**config.mk**
```make
export PLATFORM = sky130hd
export DESIGN_NAME = tbmmu_core
export DESIGN_NICKNAME = d
export VERILOG_FILES = /design/src/rtl/tbmmu_pkg.sv /design/src/rtl/tbmmu_arb_if.sv /design/src/rtl/tbmmu_arbiter.sv /design/src/rtl/tbmmu_core.sv
export SDC_FILE = /design/constraint.sdc
export NUM_CORES = 2
export LEC_CHECK = 0
export BUFFER_PORTS_ARGS = -buffer_cell sky130_fd_sc_hd__buf_2
export CORE_ASPECT_RATIO = 1.25
export CORE_MARGIN = 3
export CORE_UTILIZATION = 56
export CTS_CLUSTER_SIZE = 25
export DETAILED_ROUTE_END_ITERATION = 10
export MAX_ROUTING_LAYER = met4
export PLACE_DENSITY = 0.77
export SLEW_MARGIN = 20
export SYNTH_ARGS = -nofsm -noshare
export SYNTH_HDL_FRONTEND = slang
export SYNTH_SLANG_ARGS = --single-unit
```
**constraint.sdc**
```tcl
create_clock -name sys_clk -period 21.5 [get_ports sys_clk]
set_input_delay 1.075 -clock sys_clk [delete_from_list [all_inputs] [get_ports sys_clk]]
set_output_delay 1.075 -clock sys_clk [all_outputs]
set_load 0.005 [all_outputs]
```
**src/rtl/tbmmu_pkg.sv**
```systemverilog
`default_nettype none
package tbmmu_pkg;
    localparam int TLB_ENTRIES = 8;
    localparam int IDX_W = 3;
    localparam int SRC_COUNT = 3;
    localparam int SRC_WALK = 0;
    localparam int SRC_DC = 1;
    localparam int SRC_IO = 2;

    localparam logic [7:0] REG_CONTEXT = 8'h00;
    localparam logic [7:0] REG_CTP = 8'h04;
    localparam logic [7:0] REG_FAULT_STAT = 8'h08;
    localparam logic [7:0] REG_FAULT_ADDR = 8'h0c;
    localparam logic [7:0] REG_TLB_SEL = 8'h10;
    localparam logic [7:0] REG_TLB_PTF = 8'h14;
    localparam logic [7:0] REG_FLUSH = 8'h18;
    localparam int FAULT_VALID_BIT = 8;

    localparam logic [1:0] ET_INVALID = 2'h0;
    localparam logic [1:0] ET_PTP = 2'h1;
    localparam logic [1:0] ET_LEAF = 2'h2;
    localparam logic [2:0] LVL_NONE = 3'h0;
    localparam logic [2:0] LVL_1 = 3'h4;
    localparam logic [2:0] LVL_2 = 3'h6;
    localparam logic [2:0] LVL_3 = 3'h7;
    localparam logic [1:0] WALK_CTX = 2'h0;
    localparam logic [1:0] WALK_LAST = 2'h3;

    // Leaf entry layout; the page table field keeps entry bits 26:2
    localparam int PTE_PTP_HI = 26;
    localparam int PTE_PTP_LO = 4;
    localparam int PTE_PPN_HI = 26;
    localparam int PTE_PPN_LO = 8;
    localparam int PTE_CACHE_BIT = 7;
    localparam int PTE_MOD_BIT = 6;
    localparam int PTE_REF_BIT = 5;
    localparam int PTE_ACC_HI = 4;
    localparam int PTE_ACC_LO = 2;
    localparam int PTF_LO = 2;
    localparam int PTF_W = 25;
    localparam logic [7:0] PTP_BASE_PAD = 8'h00;

    // Protection vector order: user R W X, supervisor R W X
    localparam int P_UR = 5;
    localparam int P_UW = 4;
    localparam int P_UX = 3;
    localparam int P_SR = 2;
    localparam int P_SW = 1;
    localparam int P_SX = 0;

    localparam logic [1:0] FLT_NONE = 2'h0;
    localparam logic [1:0] FLT_PROT = 2'h1;
    localparam logic [1:0] FLT_INVALID = 2'h2;
    localparam logic [1:0] FLT_WALK = 2'h3;

    typedef enum logic [2:0] {XL_IDLE, XL_LOOKUP, XL_WALK, XL_UPDATE} tbmmu_state_t;

    function automatic logic [5:0] decode_acc(input logic [2:0] acc);
        case (acc)
            3'h0: decode_acc = 6'h24;
            3'h1: decode_acc = 6'h36;
            3'h2: decode_acc = 6'h2d;
            3'h3: decode_acc = 6'h3f;
            3'h4: decode_acc = 6'h09;
            3'h5: decode_acc = 6'h21;
            3'h6: decode_acc = 6'h05;
            default: decode_acc = 6'h07;
        endcase
    endfunction
endpackage
`default_nettype wire

```
**src/rtl/tbmmu_arb_if.sv**
```systemverilog
`default_nettype none
interface tbmmu_arb_if;
    logic [tbmmu_pkg::SRC_COUNT-1:0] req;
    logic [tbmmu_pkg::SRC_COUNT-1:0] gnt;
    logic done;
    modport arbiter (input req, input done, output gnt);
    modport client (output req, output done, input gnt);
endinterface
`default_nettype wire

```
**src/rtl/tbmmu_arbiter.sv**
```systemverilog
`default_nettype none
module tbmmu_arbiter
(
    input wire logic sys_clk,
    input wire logic arst_n,
    tbmmu_arb_if.arbiter arb
);
    // Lowest index wins, so table walks go ahead of cache and I/O traffic
    function automatic logic [tbmmu_pkg::SRC_COUNT-1:0] pick(
        input logic [tbmmu_pkg::SRC_COUNT-1:0] r);
        pick = r & (~r + 1'b1);
    endfunction

    // Grant is held for the whole memory transfer and dropped on its completion
    always_ff @(posedge sys_clk or negedge arst_n)
    begin
        if (!arst_n)
            arb.gnt <= '0;
        else if (arb.done)
            arb.gnt <= '0;
        else if (arb.gnt == '0)
            arb.gnt <= pick(arb.req);
    end
endmodule
`default_nettype wire

```
**src/rtl/tbmmu_core.sv**
```systemverilog
`default_nettype none
// Behaviour
// - Translate virtual to physical addresses through the buffer, checking protection.
// - Arbitrate memory between I/O, data cache and table-walk requests.
// - Each entry keeps virtual tag bits 31:12.
// - Each entry keeps a context tag compared with the 6-bit context register.
// - Each entry keeps six decoded protection bits, user and supervisor R/W/X.
// - Level field selects tag bits: none, 31:24, 31:18, 31:12.
// - Level field top bit is the entry valid indicator.
// - Supervisor bit skips context compare on supervisor accesses.
// - Entry modified bit is set when its page is written.
// - Entry I/O indicator reads 0 when an I/O leaf is held; this design writes it as 1 on every fill.
// - Entry pointer indicator set marks a held table pointer.
// - Page table field holds the entry, readable by software as 25 bits.
// - Leaf bits 26:8 give the upper 19 physical page address bits.
// - Leaf bit 7 marks the page cacheable; others bypass caching.
// - Leaf bits 4:2 with access kind decide if access is allowed.
// - Permission code decodes per the user/supervisor permission table.
// - Entry type bits 1:0: invalid, table pointer, leaf, reserved.
// - Low 12 bits pass through; violations return a memory exception.
// - On a miss walk the tables, load the leaf, fault if none.
module tbmmu_core
(
    input wire logic sys_clk,
    input wire logic arst_n,
    input wire logic [7:0] paddr,
    input wire logic psel,
    input wire logic penable,
    input wire logic pwrite,
    input wire logic [31:0] pwdata,
    output logic [31:0] prdata,
    output logic pready,
    output logic pslverr,
    input wire logic xlReq,
    input wire logic [31:0] xlVa,
    input wire logic xlWrite,
    input wire logic xlExec,
    input wire logic xlSuper,
    output logic xlDone,
    output logic [30:0] xlPa,
    output logic xlCacheable,
    output logic [1:0] xlFault,
    input wire logic ioReq,
    input wire logic [30:0] ioAddr,
    input wire logic ioWe,
    input wire logic [31:0] ioWdata,
    output logic ioAck,
    input wire logic dcReq,
    input wire logic [30:0] dcAddr,
    input wire logic dcWe,
    input wire logic [31:0] dcWdata,
    output logic dcAck,
    output logic [31:0] busRdata,
    output logic memReq,
    output logic [30:0] memAddr,
    output logic memWe,
    output logic [31:0] memWdata,
    input wire logic memAck,
    input wire logic [31:0] memRdata
);
    localparam int N = tbmmu_pkg::TLB_ENTRIES;
    localparam int IW = tbmmu_pkg::IDX_W;
    localparam int PPN_HI = tbmmu_pkg::PTE_PPN_HI - tbmmu_pkg::PTF_LO;
    localparam int PPN_LO = tbmmu_pkg::PTE_PPN_LO - tbmmu_pkg::PTF_LO;
    localparam int CACHE_B = tbmmu_pkg::PTE_CACHE_BIT - tbmmu_pkg::PTF_LO;
    localparam int MOD_B = tbmmu_pkg::PTE_MOD_BIT - tbmmu_pkg::PTF_LO;

    // Tag bits 31:24, 23:18 and 17:12 are enabled by the three level bits
    function automatic logic [19:0] level_mask(input logic [2:0] lvl);
        level_mask = {{8{lvl[2]}}, {6{lvl[1]}}, {6{lvl[0]}}};
    endfunction

    function automatic logic entry_hit(input logic [2:0] lvl, input logic [19:0] tag,
        input logic [5:0] ctxTag, input logic sup, input logic [31:0] va,
        input logic [5:0] ctx, input logic superAcc);
        entry_hit = lvl[2] && (((tag ^ va[31:12]) & level_mask(lvl)) == 20'h0)
            && ((sup && superAcc) || (ctxTag == ctx));
    endfunction

    tbmmu_pkg::tbmmu_state_t state_reg;
    logic [5:0] context_reg;
    logic [30:0] ctp_reg;
    logic [2:0] faultStat_reg;
    logic [31:0] faultAddr_reg;
    logic [IW-1:0] tlbSel_reg;
    logic [IW-1:0] rr_reg;
    logic [31:0] va_reg;
    logic wr_reg;
    logic ex_reg;
    logic su_reg;
    logic [1:0] walkLvl_reg;
    logic walkReq_reg;
    logic walkWe_reg;
    logic [30:0] walkAddr_reg;
    logic [31:0] walkWdata_reg;
    logic walkAck_reg;
    logic [2:0] memSrc_reg;
    logic memDone_reg;

    logic [19:0] vtagArr [N];
    logic [5:0] ctxArr [N];
    logic [5:0] protArr [N];
    logic [2:0] lvlArr [N];
    logic supArr [N];
    logic modArr [N];
    logic ioNArr [N];
    logic ptpArr [N];
    logic [24:0] ptfArr [N];
    logic [30:0] pteAddrArr [N];

    logic [N-1:0] hitVec;
    logic anyHit;
    logic [IW-1:0] hitIdx;
    logic allowed;
    logic [19:0] hitMask;
    logic [30:0] hitPa;
    logic [1:0] walkEt;
    logic [30:0] walkNext;
    logic [2:0] fillLvl;
    logic fillEn;
    logic modSet;
    logic faultEv;
    logic [1:0] faultCode;
    logic apbAccess;
    logic apbWrite;
    logic mapped;
    logic [31:0] rdNext;

    tbmmu_arb_if arb ();

    tbmmu_arbiter u_arbiter
    (
        .sys_clk(sys_clk),
        .arst_n(arst_n),
        .arb(arb)
    );

    generate
        for (genvar g = 0; g < N; g++)
        begin : g_cmp
            assign hitVec[g] = entry_hit(lvlArr[g], vtagArr[g], ctxArr[g], supArr[g],
                va_reg, context_reg, su_reg);
        end
    endgenerate

    always_comb
    begin
        hitIdx = '0;
        for (int i = N - 1; i >= 0; i--)
        begin
            if (hitVec[i])
                hitIdx = IW'(i);
        end
    end

    assign anyHit = |hitVec;
    assign hitMask = level_mask(lvlArr[hitIdx]);
    // Unmatched page bits come from the virtual address, offset passes through
    assign hitPa = {(ptfArr[hitIdx][PPN_HI:PPN_LO] & hitMask[18:0])
        | (va_reg[30:12] & ~hitMask[18:0]), va_reg[11:0]};

    always_comb
    begin
        if (su_reg)
            allowed = wr_reg ? protArr[hitIdx][tbmmu_pkg::P_SW]
                : ex_reg ? protArr[hitIdx][tbmmu_pkg::P_SX]
                : protArr[hitIdx][tbmmu_pkg::P_SR];
        else
            allowed = wr_reg ? protArr[hitIdx][tbmmu_pkg::P_UW]
                : ex_reg ? protArr[hitIdx][tbmmu_pkg::P_UX]
                : protArr[hitIdx][tbmmu_pkg::P_UR];
    end

    assign walkEt = busRdata[1:0];
    always_comb
    begin
        case (walkLvl_reg)
            2'h0: walkNext = {busRdata[tbmmu_pkg::PTE_PTP_HI:tbmmu_pkg::PTE_PTP_LO],
                tbmmu_pkg::PTP_BASE_PAD} + {21'h0, va_reg[31:24], 2'h0};
            2'h1: walkNext = {busRdata[tbmmu_pkg::PTE_PTP_HI:tbmmu_pkg::PTE_PTP_LO],
                tbmmu_pkg::PTP_BASE_PAD} + {23'h0, va_reg[23:18], 2'h0};
            default: walkNext = {busRdata[tbmmu_pkg::PTE_PTP_HI:tbmmu_pkg::PTE_PTP_LO],
                tbmmu_pkg::PTP_BASE_PAD} + {23'h0, va_reg[17:12], 2'h0};
        endcase
        case (walkLvl_reg)
            2'h1: fillLvl = tbmmu_pkg::LVL_1;
            2'h2: fillLvl = tbmmu_pkg::LVL_2;
            2'h3: fillLvl = tbmmu_pkg::LVL_3;
            default: fillLvl = tbmmu_pkg::LVL_NONE;
        endcase
    end

    // A leaf in the context table would map all 4 GB; this design faults on it
    assign fillEn = (state_reg == tbmmu_pkg::XL_WALK) && walkAck_reg
        && (walkEt == tbmmu_pkg::ET_LEAF) && (walkLvl_reg != tbmmu_pkg::WALK_CTX);
    assign modSet = (state_reg == tbmmu_pkg::XL_LOOKUP) && anyHit && allowed && wr_reg
        && !modArr[hitIdx];

    always_comb
    begin
        faultEv = 1'b0;
        faultCode = tbmmu_pkg::FLT_NONE;
        if ((state_reg == tbmmu_pkg::XL_LOOKUP) && anyHit && !allowed)
        begin
            faultEv = 1'b1;
            faultCode = tbmmu_pkg::FLT_PROT;
        end
        else if ((state_reg == tbmmu_pkg::XL_WALK) && walkAck_reg && !fillEn)
        begin
            if (walkEt == tbmmu_pkg::ET_PTP)
            begin
                faultEv = (walkLvl_reg == tbmmu_pkg::WALK_LAST);
                faultCode = tbmmu_pkg::FLT_WALK;
            end
            else
            begin
                faultEv = 1'b1;
                faultCode = tbmmu_pkg::FLT_INVALID;
            end
        end
    end

    // Valid bits carry reset; flush wins over a fill in the same cycle
    always_ff @(posedge sys_clk or negedge arst_n)
    begin
        if (!arst_n)
        begin
            for (int i = 0; i < N; i++)
                lvlArr[i] <= tbmmu_pkg::LVL_NONE;
            rr_reg <= '0;
        end
        else if (apbWrite && (paddr == tbmmu_pkg::REG_FLUSH))
        begin
            for (int i = 0; i < N; i++)
                lvlArr[i] <= tbmmu_pkg::LVL_NONE;
        end
        else if (fillEn)
        begin
            lvlArr[rr_reg] <= fillLvl;
            rr_reg <= rr_reg + 1'b1;
        end
    end

    always_ff @(posedge sys_clk)
    begin
        if (fillEn)
        begin
            vtagArr[rr_reg] <= va_reg[31:12];
            ctxArr[rr_reg] <= context_reg;
            protArr[rr_reg] <= tbmmu_pkg::decode_acc(
                busRdata[tbmmu_pkg::PTE_ACC_HI:tbmmu_pkg::PTE_ACC_LO]);
            supArr[rr_reg] <= (busRdata[tbmmu_pkg::PTE_ACC_HI:tbmmu_pkg::PTE_MOD_BIT - 3]
                == 2'h3);
            modArr[rr_reg] <= busRdata[tbmmu_pkg::PTE_MOD_BIT];
            ioNArr[rr_reg] <= 1'b1;
            ptpArr[rr_reg] <= 1'b0;
            ptfArr[rr_reg] <= busRdata[tbmmu_pkg::PTE_PPN_HI:tbmmu_pkg::PTF_LO];
            pteAddrArr[rr_reg] <= walkAddr_reg;
        end
        else if (modSet)
        begin
            modArr[hitIdx] <= 1'b1;
            ptfArr[hitIdx][MOD_B] <= 1'b1;
        end
    end

    always_ff @(posedge sys_clk or negedge arst_n)
    begin
        if (!arst_n)
        begin
            state_reg <= tbmmu_pkg::XL_IDLE;
            va_reg <= '0;
            wr_reg <= 1'b0;
            ex_reg <= 1'b0;
            su_reg <= 1'b0;
            walkLvl_reg <= tbmmu_pkg::WALK_CTX;
            walkReq_reg <= 1'b0;
            walkWe_reg <= 1'b0;
            walkAddr_reg <= '0;
            walkWdata_reg <= '0;
            xlDone <= 1'b0;
            xlPa <= '0;
            xlCacheable <= 1'b0;
            xlFault <= tbmmu_pkg::FLT_NONE;
        end
        else
        begin
            xlDone <= 1'b0;
            if (walkAck_reg)
                walkReq_reg <= 1'b0;
            if (faultEv)
            begin
                xlDone <= 1'b1;
                xlFault <= faultCode;
                xlCacheable <= 1'b0;
                state_reg <= tbmmu_pkg::XL_IDLE;
            end
            else
            begin
                case (state_reg)
                    tbmmu_pkg::XL_IDLE:
                        if (xlReq && !xlDone)
                        begin
                            va_reg <= xlVa;
                            wr_reg <= xlWrite;
                            ex_reg <= xlExec;
                            su_reg <= xlSuper;
                            state_reg <= tbmmu_pkg::XL_LOOKUP;
                        end
                    tbmmu_pkg::XL_LOOKUP:
                        if (!anyHit)
                        begin
                            walkLvl_reg <= tbmmu_pkg::WALK_CTX;
                            walkAddr_reg <= ctp_reg + {23'h0, context_reg, 2'h0};
                            walkWe_reg <= 1'b0;
                            walkReq_reg <= 1'b1;
                            state_reg <= tbmmu_pkg::XL_WALK;
                        end
                        else if (modSet)
                        begin
                            walkAddr_reg <= pteAddrArr[hitIdx];
                            walkWdata_reg <= {5'h0, ptfArr[hitIdx], tbmmu_pkg::ET_LEAF}
                                | (32'h1 << tbmmu_pkg::PTE_MOD_BIT)
                                | (32'h1 << tbmmu_pkg::PTE_REF_BIT);
                            walkWe_reg <= 1'b1;
                            walkReq_reg <= 1'b1;
                            state_reg <= tbmmu_pkg::XL_UPDATE;
                        end
                        else
                        begin
                            xlDone <= 1'b1;
                            xlFault <= tbmmu_pkg::FLT_NONE;
                            xlPa <= hitPa;
                            xlCacheable <= ptfArr[hitIdx][CACHE_B];
                            state_reg <= tbmmu_pkg::XL_IDLE;
                        end
                    tbmmu_pkg::XL_WALK:
                        if (walkAck_reg)
                        begin
                            if (fillEn)
                            begin
                                walkWdata_reg <= busRdata
                                    | (32'h1 << tbmmu_pkg::PTE_REF_BIT);
                                walkWe_reg <= 1'b1;
                                walkReq_reg <= 1'b1;
                                state_reg <= tbmmu_pkg::XL_UPDATE;
                            end
                            else
                            begin
                                walkLvl_reg <= walkLvl_reg + 1'b1;
                                walkAddr_reg <= walkNext;
                                walkReq_reg <= 1'b1;
                            end
                        end
                    tbmmu_pkg::XL_UPDATE:
                        if (walkAck_reg)
                            state_reg <= tbmmu_pkg::XL_LOOKUP;
                    default:
                        state_reg <= tbmmu_pkg::XL_IDLE;
                endcase
            end
        end
    end

    assign arb.req = {ioReq, dcReq, walkReq_reg};
    assign arb.done = memDone_reg;

    // The done cycle blocks a reload while the arbiter still shows the old grant
    always_ff @(posedge sys_clk or negedge arst_n)
    begin
        if (!arst_n)
        begin
            memReq <= 1'b0;
            memAddr <= '0;
            memWe <= 1'b0;
            memWdata <= '0;
            memSrc_reg <= '0;
            memDone_reg <= 1'b0;
            busRdata <= '0;
            ioAck <= 1'b0;
            dcAck <= 1'b0;
            walkAck_reg <= 1'b0;
        end
        else
        begin
            memDone_reg <= 1'b0;
            ioAck <= 1'b0;
            dcAck <= 1'b0;
            walkAck_reg <= 1'b0;
            if (memReq)
            begin
                if (memAck)
                begin
                    memReq <= 1'b0;
                    memDone_reg <= 1'b1;
                    busRdata <= memRdata;
                    ioAck <= memSrc_reg[tbmmu_pkg::SRC_IO];
                    dcAck <= memSrc_reg[tbmmu_pkg::SRC_DC];
                    walkAck_reg <= memSrc_reg[tbmmu_pkg::SRC_WALK];
                end
            end
            else if (!memDone_reg && (arb.gnt != '0))
            begin
                memReq <= 1'b1;
                memSrc_reg <= arb.gnt;
                memAddr <= arb.gnt[tbmmu_pkg::SRC_WALK] ? walkAddr_reg
                    : arb.gnt[tbmmu_pkg::SRC_DC] ? dcAddr : ioAddr;
                memWe <= arb.gnt[tbmmu_pkg::SRC_WALK] ? walkWe_reg
                    : arb.gnt[tbmmu_pkg::SRC_DC] ? dcWe : ioWe;
                memWdata <= arb.gnt[tbmmu_pkg::SRC_WALK] ? walkWdata_reg
                    : arb.gnt[tbmmu_pkg::SRC_DC] ? dcWdata : ioWdata;
            end
        end
    end

    assign apbAccess = psel && penable && !pready;
    assign apbWrite = psel && penable && pready && pwrite && mapped;
    assign mapped = (paddr == tbmmu_pkg::REG_CONTEXT) || (paddr == tbmmu_pkg::REG_CTP)
        || (paddr == tbmmu_pkg::REG_FAULT_STAT) || (paddr == tbmmu_pkg::REG_FAULT_ADDR)
        || (paddr == tbmmu_pkg::REG_TLB_SEL) || (paddr == tbmmu_pkg::REG_TLB_PTF)
        || (paddr == tbmmu_pkg::REG_FLUSH);

    always_comb
    begin
        case (paddr)
            tbmmu_pkg::REG_CONTEXT: rdNext = {26'h0, context_reg};
            tbmmu_pkg::REG_CTP: rdNext = {1'b0, ctp_reg};
            tbmmu_pkg::REG_FAULT_STAT: rdNext = {23'h0, faultStat_reg[2], 6'h0,
                faultStat_reg[1:0]};
            tbmmu_pkg::REG_FAULT_ADDR: rdNext = faultAddr_reg;
            tbmmu_pkg::REG_TLB_SEL: rdNext = {{(32 - IW){1'b0}}, tlbSel_reg};
            tbmmu_pkg::REG_TLB_PTF: rdNext = {7'h0, ptfArr[tlbSel_reg]};
            default: rdNext = 32'h0;
        endcase
    end

    // One wait state: pready rises in the second access cycle
    always_ff @(posedge sys_clk or negedge arst_n)
    begin
        if (!arst_n)
        begin
            pready <= 1'b0;
            pslverr <= 1'b0;
            prdata <= '0;
        end
        else
        begin
            pready <= apbAccess;
            pslverr <= apbAccess && !mapped;
            if (apbAccess)
                prdata <= (mapped && !pwrite) ? rdNext : 32'h0;
        end
    end

    always_ff @(posedge sys_clk or negedge arst_n)
    begin
        if (!arst_n)
        begin
            context_reg <= '0;
            ctp_reg <= '0;
            tlbSel_reg <= '0;
        end
        else if (apbWrite)
        begin
            if (paddr == tbmmu_pkg::REG_CONTEXT)
                context_reg <= pwdata[5:0];
            if (paddr == tbmmu_pkg::REG_CTP)
                ctp_reg <= {pwdata[30:2], 2'h0};
            if (paddr == tbmmu_pkg::REG_TLB_SEL)
                tlbSel_reg <= pwdata[IW-1:0];
        end
    end

    // A new fault wins over a clear written in the same cycle
    always_ff @(posedge sys_clk or negedge arst_n)
    begin
        if (!arst_n)
        begin
            faultStat_reg <= '0;
            faultAddr_reg <= '0;
        end
        else if (faultEv)
        begin
            faultStat_reg <= {1'b1, faultCode};
            faultAddr_reg <= va_reg;
        end
        else if (apbWrite && (paddr == tbmmu_pkg::REG_FAULT_STAT)
            && pwdata[tbmmu_pkg::FAULT_VALID_BIT])
            faultStat_reg <= '0;
    end
endmodule
`default_nettype wire

```
Word-level counts from Yosys, hierarchy flattened
Memories as Yosys holds them, arrays and structs flattened.
Cells that the tools add are included.
{ "op_classes": {"addsub": 7, "n_mul": 0, "div_mod_pow": 0, "magnitude_cmp": 3, "eq_ne": 41, "n_shift": 0, "n_mux": 110, "bitwise_logic": 28, "reduce_logical": 106} }
{ "op_table": {"columns": ["op", "n"], "rows": [
  ["$mux W32", 7],
  ["$pmux W32 S6", 1],
  ["$mux W31", 6],
  ["$and A20 B20 Y20", 8],
  ["$logic_not A20 Y1", 8],
  ["$xor A20 B20 Y20", 8],
  ["$pmux W31 S2", 2],
  ["$add A31 B8 Y31", 3],
  ["$mux W3", 22],
  ["$pmux W32 S2", 1],
  ["$eq A6 B6 Y1", 8],
  ["$mux W24", 2],
  ["$logic_and A1 B1 Y1", 46],
  ["$mux W1", 46],
  ["$pmux W6 S7", 1],
  ["$and A19 B19 Y19", 2],
  ["$add A31 B10 Y31", 1],
  ["$mux W25", 1],
  ["$reduce_or A25 Y1", 1],
  ["$bwmux W24", 1],
  ["$eq A8 B5 Y1 const B", 3],
  ["$mux W2", 12],
  ["$not A19 Y19", 1],
  ["$or A19 B19 Y19", 1],
  ["other kinds (39)", 103]
]} }
{ "totals": {"register_bits": 381, "latchBits": 0, "ramBits": 720, "mem_bits_ro": 0, "output_inout_bits": 168, "word_cells": 344, "memories": 7} }
{ "mem_list": {"columns": ["memory", "words", "width", "read_ports", "rd_ports_with_merged_regs", "write_ports", "line", "text"], "rows": [
  ["pteAddrArr", 8, 31, 1, 0, 1, "tbmmu_core.sv:109", "logic [30:0] pteAddrArr [N];"],
  ["ptfArr", 8, 25, 2, 0, 1, "tbmmu_core.sv:108", "logic [24:0] ptfArr [N];"],
  ["vtagArr", 8, 20, 8, 0, 1, "tbmmu_core.sv:100", "logic [19:0] vtagArr [N];"],
  ["ctxArr", 8, 6, 8, 0, 1, "tbmmu_core.sv:101", "logic [5:0] ctxArr [N];"],
  ["protArr", 8, 6, 1, 0, 1, "tbmmu_core.sv:102", "logic [5:0] protArr [N];"],
  ["modArr", 8, 1, 1, 0, 1, "tbmmu_core.sv:105", "logic modArr [N];"],
  ["+1 memories", null, null, null, null, null, null, null]
]} }

Depth between registers and ports, before layout
An unclocked memory read counts as a cell.
{ "depth": {"word_depth": 26, "ltp_mapped": 18} }

By module
Synthesis repeated with hierarchy kept, for this count alone.
{ "hier_totals": {"cells_unflattened": 3823, "area_unflattened_um2": 50354.5} }
{ "modules_own_cells": {"columns": ["module", "instances", "cells_each", "area_per_inst_um2"], "rows": [
  ["tbmmu_core", 1, 3811, 50220.7],
  ["tbmmu_arbiter", 1, 12, 133.9]
]} }

Worst setup path before layout
OpenSTA, ideal clock, no wires.
{ "synth_path": {"path_kind": "reg2reg", "from": "register walkLvl_reg[0]", "to": "memory modArr[0] (enable)", "setup_ns": 0.326, "t_arrival_ns": 8.518, "t_required_ns": 21.174, "slack_ns": 12.656, "path_stages_with_launch": 7, "n_path_buf": 0, "period_less_slack_ns": 8.844, "path_cell_list": "dfrtp_1 inv_1 ha_1 nor3b_1 nand3_1 nor4_1 o21bai_1"} }
{ "synth_between": {"elab_chain_len": 6, "elab_cells_between_ends": 9, "cone_classes": "6 x mux; 3 x reduce/logical"} }
{ "synth_rtl": {"columns": ["element", "line", "text"], "rows": [
  ["start: declaration", "tbmmu_core.sv:91", "logic [1:0] walkLvl_reg;"],
  ["start signal: assignment", "tbmmu_core.sv:276", "walkLvl_reg <= tbmmu_pkg::WALK_CTX;"],
  ["start signal: assignment", "tbmmu_core.sv:313", "walkLvl_reg <= tbmmu_pkg::WALK_CTX;"],
  ["start signal: assignment", "tbmmu_core.sv:350", "walkLvl_reg <= walkLvl_reg + 1'b1;"],
  ["$reduce_bool A2 Y1 (*)", "tbmmu_core.sv:195", "&& (walkEt == tbmmu_pkg::ET_LEAF) && (walkLvl_reg != tbmmu_pkg::WALK_CTX);"],
  ["$logic_and A1 B1 Y1 (*)", "tbmmu_core.sv:195", null],
  ["$mux W1", "tbmmu_core.sv:246", "if (fillEn)"],
  ["$mux W1 (implied by the code)", "tbmmu_core.sv:262", "modArr[hitIdx] <= 1'b1;"],
  ["$reduce_or A1 Y1 (no source line)", null, null],
  ["$mux W3 (no source line) / $mux W1 (equally long branches)", null, null],
  ["end: declaration", "tbmmu_core.sv:105", null]
]} }
Every way passes the cells marked *; elsewhere a longest branch is shown, timed or not.

Worst setup path in the final report
{ "layout_path": {"from": "register va_reg[21]", "to": "register xlPa[5]"} }
{ "layout_between": {"elab_chain_len": 22, "elab_cells_between_ends": 67, "cone_classes": "14 x mux; 18 x bitwise; 33 x reduce/logical; 2 x memory"} }
{ "layout_rtl": {"columns": ["element", "line", "text"], "rows": [
  ["start: declaration", "tbmmu_core.sv:87", "logic [31:0] va_reg;"],
  ["start signal: assignment", "tbmmu_core.sv:304", "va_reg <= xlVa;"],
  ["$xor A20 B20 Y20", "tbmmu_core.sv:76", "entry_hit = lvl[2] && (((tag ^ va[31:12]) & level_mask(lvl)) == 20'h0)"],
  ["$and A20 B20 Y20", "tbmmu_core.sv:76", null],
  ["$logic_not A20 Y1", "tbmmu_core.sv:76", null],
  ["$logic_and A1 B1 Y1", "tbmmu_core.sv:76", null],
  ["$logic_and A1 B1 Y1", "tbmmu_core.sv:77", "&& ((sup && superAcc) || (ctxTag == ctx));"],
  ["$mux W3 (8 in series)", "tbmmu_core.sv:151", "if (hitVec[i])"],
  ["$mem_v2 Z8 W6", null, null],
  ["$mux W1 (on tied branches)", "tbmmu_core.sv:170, tbmmu_core.sv:166", null],
  ["$mux W1 (on tied branches)", "tbmmu_core.sv:169, tbmmu_core.sv:165", null],
  ["$mux W1", "tbmmu_core.sv:164", "if (su_reg)"],
  ["$logic_not A1 Y1 / $logic_and A1 B1 Y1 (equally long branches)", "tbmmu_core.sv:203, tbmmu_core.sv:196", null],
  ["$logic_and A1 B1 Y1 (on tied branches)", "tbmmu_core.sv:203, tbmmu_core.sv:196", null],
  ["$mux W1 / $logic_and A1 B1 Y1 (equally long branches)", "tbmmu_core.sv:203, tbmmu_core.sv:197", null],
  ["$not A1 Y1 (no source line)", null, null],
  ["$reduce_and A4 Y1 (no source line) (*)", null, null],
  ["end signal: assignment", "tbmmu_core.sv:333", "xlPa <= hitPa;"],
  ["end: declaration", "tbmmu_core.sv:40", "output logic [30:0] xlPa,"]
]} }
Marks and branches as above.
A chain may end at the register's enable or synchronous reset.

==> metrics.md <==
| Metric | Value |
|---|---|
| Kind of critical path | `reg -> reg` |
| TritonRoute pass-1 iters | `7` |
| WL per Instance | `26.8 um` |
| Number of nets in the layout | `4497` |
| Clk slew on worst S/H paths | `60 ps` |
| Cts hold-fix bufs | `0` |
| Pleak | `22.5 nW` |
| Detail Placement HPWL | `96800 um` |
| Starting Density | `56.5%` |
| Core area | `0.0887 sq mm` |
| Reg with most FFs | `pteAddrArr` |
| Most used cell, CP | `buf_4` |
| Post-synth EDFFs | `720` |
| Cells after Synth | `3858` |
| Port buffer count | `410` |
| DP Cell Count | `5303` |
| CP max stage delay | `900 ps` |
| Maximum clock insertion buffer count | `3` |
| Syn_area_per_cell | `13.0 sq um` |
| Design Power | `6.35 mW` |
| Routed WL | `148000 um` |
| Skew final | `38.0 ps` |
| Die W | `274 um` |
| Worst min path class | `in -> async` |
| Max Freq | `146 MHz` |
| Row count | `122` |
| Yosys warnings | `0` |
| Worst-Margin Slew | `1150 ps` |
| First-pass GRT wire length | `217000 um` |
| Die span in y | `340 um` |
| Post-CTS Resized | `0` |
| Crit-path cells | `buf_4 > xnor2_1 > nand4_1 > o31ai_1 > and4_1 > o22a_4 > buf_4 > mux2i_1 > o211ai_2 > o211ai_4 > a32oi_4 > o2111a_2 > mux2_2` |
| CP max stage cell | `o2111a_2` |
| Number of flip-flops under the largest register name | `248` |
| Crit path required time | `22070 ps` |
| Clock sinks | `1100` |
| Fin. max-slew vios | `0` |
| CP endpoint kind | `register` |
| Final Hold Viols | `0` |
| Final setup vio count | `0` |
| Via count | `34600` |
| Maximum capacitance violations | `0` |
| Most used DFF post-synth | `edfxtp_1` |
| # H-tree levels | `3` |
| Post-synth top area cell | `edfxtp_1` |
| RSZ-0062 raised after global routing | `no` |
| Share of the synthesized area in the top cell type | `43.1%` |
| Syn nets | `4122` |
| Min setup slack post-route | `14630 ps` |
| Gp weighted congestion | `0.944` |
| Layout cell share with drive strength beyond 1 | `23.8%` |
| Pre-CTS WS | `14840 ps` |
| Area growth syn-to-layout | `13.7%` |
| Synth async-reset ratio | `34.5%` |
| # Post-CTS Setup Buffers | `0` |
| Ports | `412` |
| Status | `finished clean` |
| Drt first-iter violations | `4457` |
| Antenna Violating Nets Remaining | `0` |
| Largest net degree at the start of global routing | `84` |
| Vias in the first global route | `34000` |
| Yosys reg bits | `1100` |
| Power Density | `111 mW/mm^2` |
| Library cells used by synthesis | `91` |
| Register area share after synthesis | `62.1%` |
| GRT overflow | `0` |
| Synth top area cells | `edfxtp_1, dfrtp_1, mux2_2` |
| Die area | `0.0931 sq mm` |
| Regs by FF count | `pteAddrArr x248, ptfArr x200, vtagArr x160` |
| Root buf cell | `clkbuf_16` |
| Post-DR vias/cell | `6.26` |
| Overall global routing resource usage | `32.4%` |
| Final min period | `6870 ps` |
| Rel. slew slack | `23.2%` |
| WP data arrival | `7440 ps` |
| Critical Path Start Type | `register` |
| TritonCTS clock tree | `done` |
| Peak fanout along the critical path | `68` |
| Setup TNS | `0 ps` |
| Fin cells | `5520` |
| Dpl cell area | `0.0534 sq mm` |
| TritonCTS Buffers | `105` |
| Post-layout instance area | `0.0570 sq mm` |
| Remaining routing DRC violations | `0` |
| Initial antenna violation count | `16` |
| Maximum vdd drop | `0.000134 V` |
| Mapped cell area | `0.0501 sq mm` |
| Later-pin clock latency in the skew report | `700 ps` |
| Final worst path period share | `32.0%` |
==> report_power, final <==
part           internal (mW)  total (mW)  switching (mW)  leakage (nW)
clock network           1.09        1.90           0.811          1.73
registers               2.62        2.90           0.277          11.3
logic                  0.616        1.55           0.932          9.42
total                   4.33        6.35            2.02          22.5
==> logic make-up (layout without fill, tap and decap cells) <==
| group | after synthesis | in the layout | synth area share (%) |
|---|---|---|---|
| other cells | 0 | 16 | 0 |
| fa+ha+maj | 20 | 20 | 0.529 |
| compound gates | 549 | 549 | 7.20 |
| buf+inv | 262 | 730 | 2.47 |
| flops | 1100 | 1100 | 62.1 |
| xor+xnor | 237 | 237 | 4.14 |
| mux | 530 | 530 | 13.0 |
| simple gates | 1160 | 1160 | 10.6 |
==> cell usage in the layout, fill, tap and decap left out, types with 12 or more instances in the layout <==
cell type	instances
inv_1	35
dfrtp_1	375
ha_1	17
clkbuf_1	21
o21ai_0	187
nor3_1	28
nand2_1	544
and2_1	34
buf_2	409
a21oi_1	138
a222oi_1	22
a22oi_1	15
mux2i_1	197
mux2_2	182
nand3_1	195
xnor2_1	165
a31oi_1	25
edfxtp_1	720
clkinv_2	21
buf_4	83
mux2_1	46
mux4_2	50
xor2_1	72
clkbuf_8	12
nand4_1	54
and3_1	46
nand2b_1	19
a211oi_1	25
mux2_4	55
diode_2	16
nor2_1	149
clkbuf_16	107
==> worst paths after layout <==
path	slack, ps	to	cells after the start	startpoint
worst max-delay path	14630	xlPa[5]	13	va_reg[21]
worst min-delay path	380	busRdata[31]	1	arst_n
worst max register to register	14630	xlPa[5]	13	va_reg[21]
worst min register to register	480	memWdata[19]	2	memWdata[19]
max in group asynchronous	18230	tlbSel_reg[1]	4	arst_n
min in group sys_clk	480	memWdata[19]	2	memWdata[19]
==> synthesized netlist by cell type (10+ instances only) <==
cell / count
a211oi_1: 25
a21oi_1: 138
a222oi_1: 22
a22o_1: 10
a22oi_1: 15
a31oi_1: 25
and2_1: 34
and3_1: 46
buf_1: 34
buf_2: 24
buf_4: 26
buf_6: 10
clkbuf_1: 128
dfrtp_1: 380
edfxtp_1: 720
ha_1: 18
inv_1: 35
mux2_1: 46
mux2_2: 182
mux2_4: 55
mux2i_1: 197
mux4_2: 50
nand2_1: 545
nand2b_1: 19
nand3_1: 195
nand4_1: 54
nor2_1: 154
nor2b_1: 10
nor3_1: 38
nor4_1: 13
o21ai_0: 187
o22ai_1: 10
o31ai_1: 12
xnor2_1: 165
xor2_1: 72
==> worst max-delay path, delay by kind of cell (launching register included) <==
family,cells,cell delay [ps]
AND/OR/NAND/NOR,2,640
flip-flops,1,600
multiplexers,2,690
buffers and inverters,2,1230
XOR/XNOR,1,150
AO/OA/AOI/OAI,6,3300
==> stage by stage <==
step           hold slack, ps  util, %
2_1_floorplan             434        -
3_3_place_gp              449     60.2
3_5_place_dp              456     60.2
4_1_cts                   414     64.2
5_1_grt                   422     64.3
6_report                  385     64.3
==> final cells by class <==
| class | instances | area (sq um) |
|---|---|---|
| inverter | 36 | 135 |
| tap | 1178 | 1470 |
| multi-input combinational | 2496 | 17900 |
| timing repair buffer | 494 | 2710 |
| sequential | 1100 | 31100 |
| antenna | 16 | 40.0 |
| clock buffer | 140 | 2920 |
| clock inverter | 60 | 643 |
| fill | 6382 | 31700 |
==> metal layers <==
metal	share of wire [%]	track usage (%)	up-vias
met5	0	-	-
met4	5.8	16.8	0
met3	10	6.78	469
met2	48	50.2	2074
met1	37	40.5	17100
li1	-	-	15000
No activity file was read; power rests on OpenSTA's default activity.
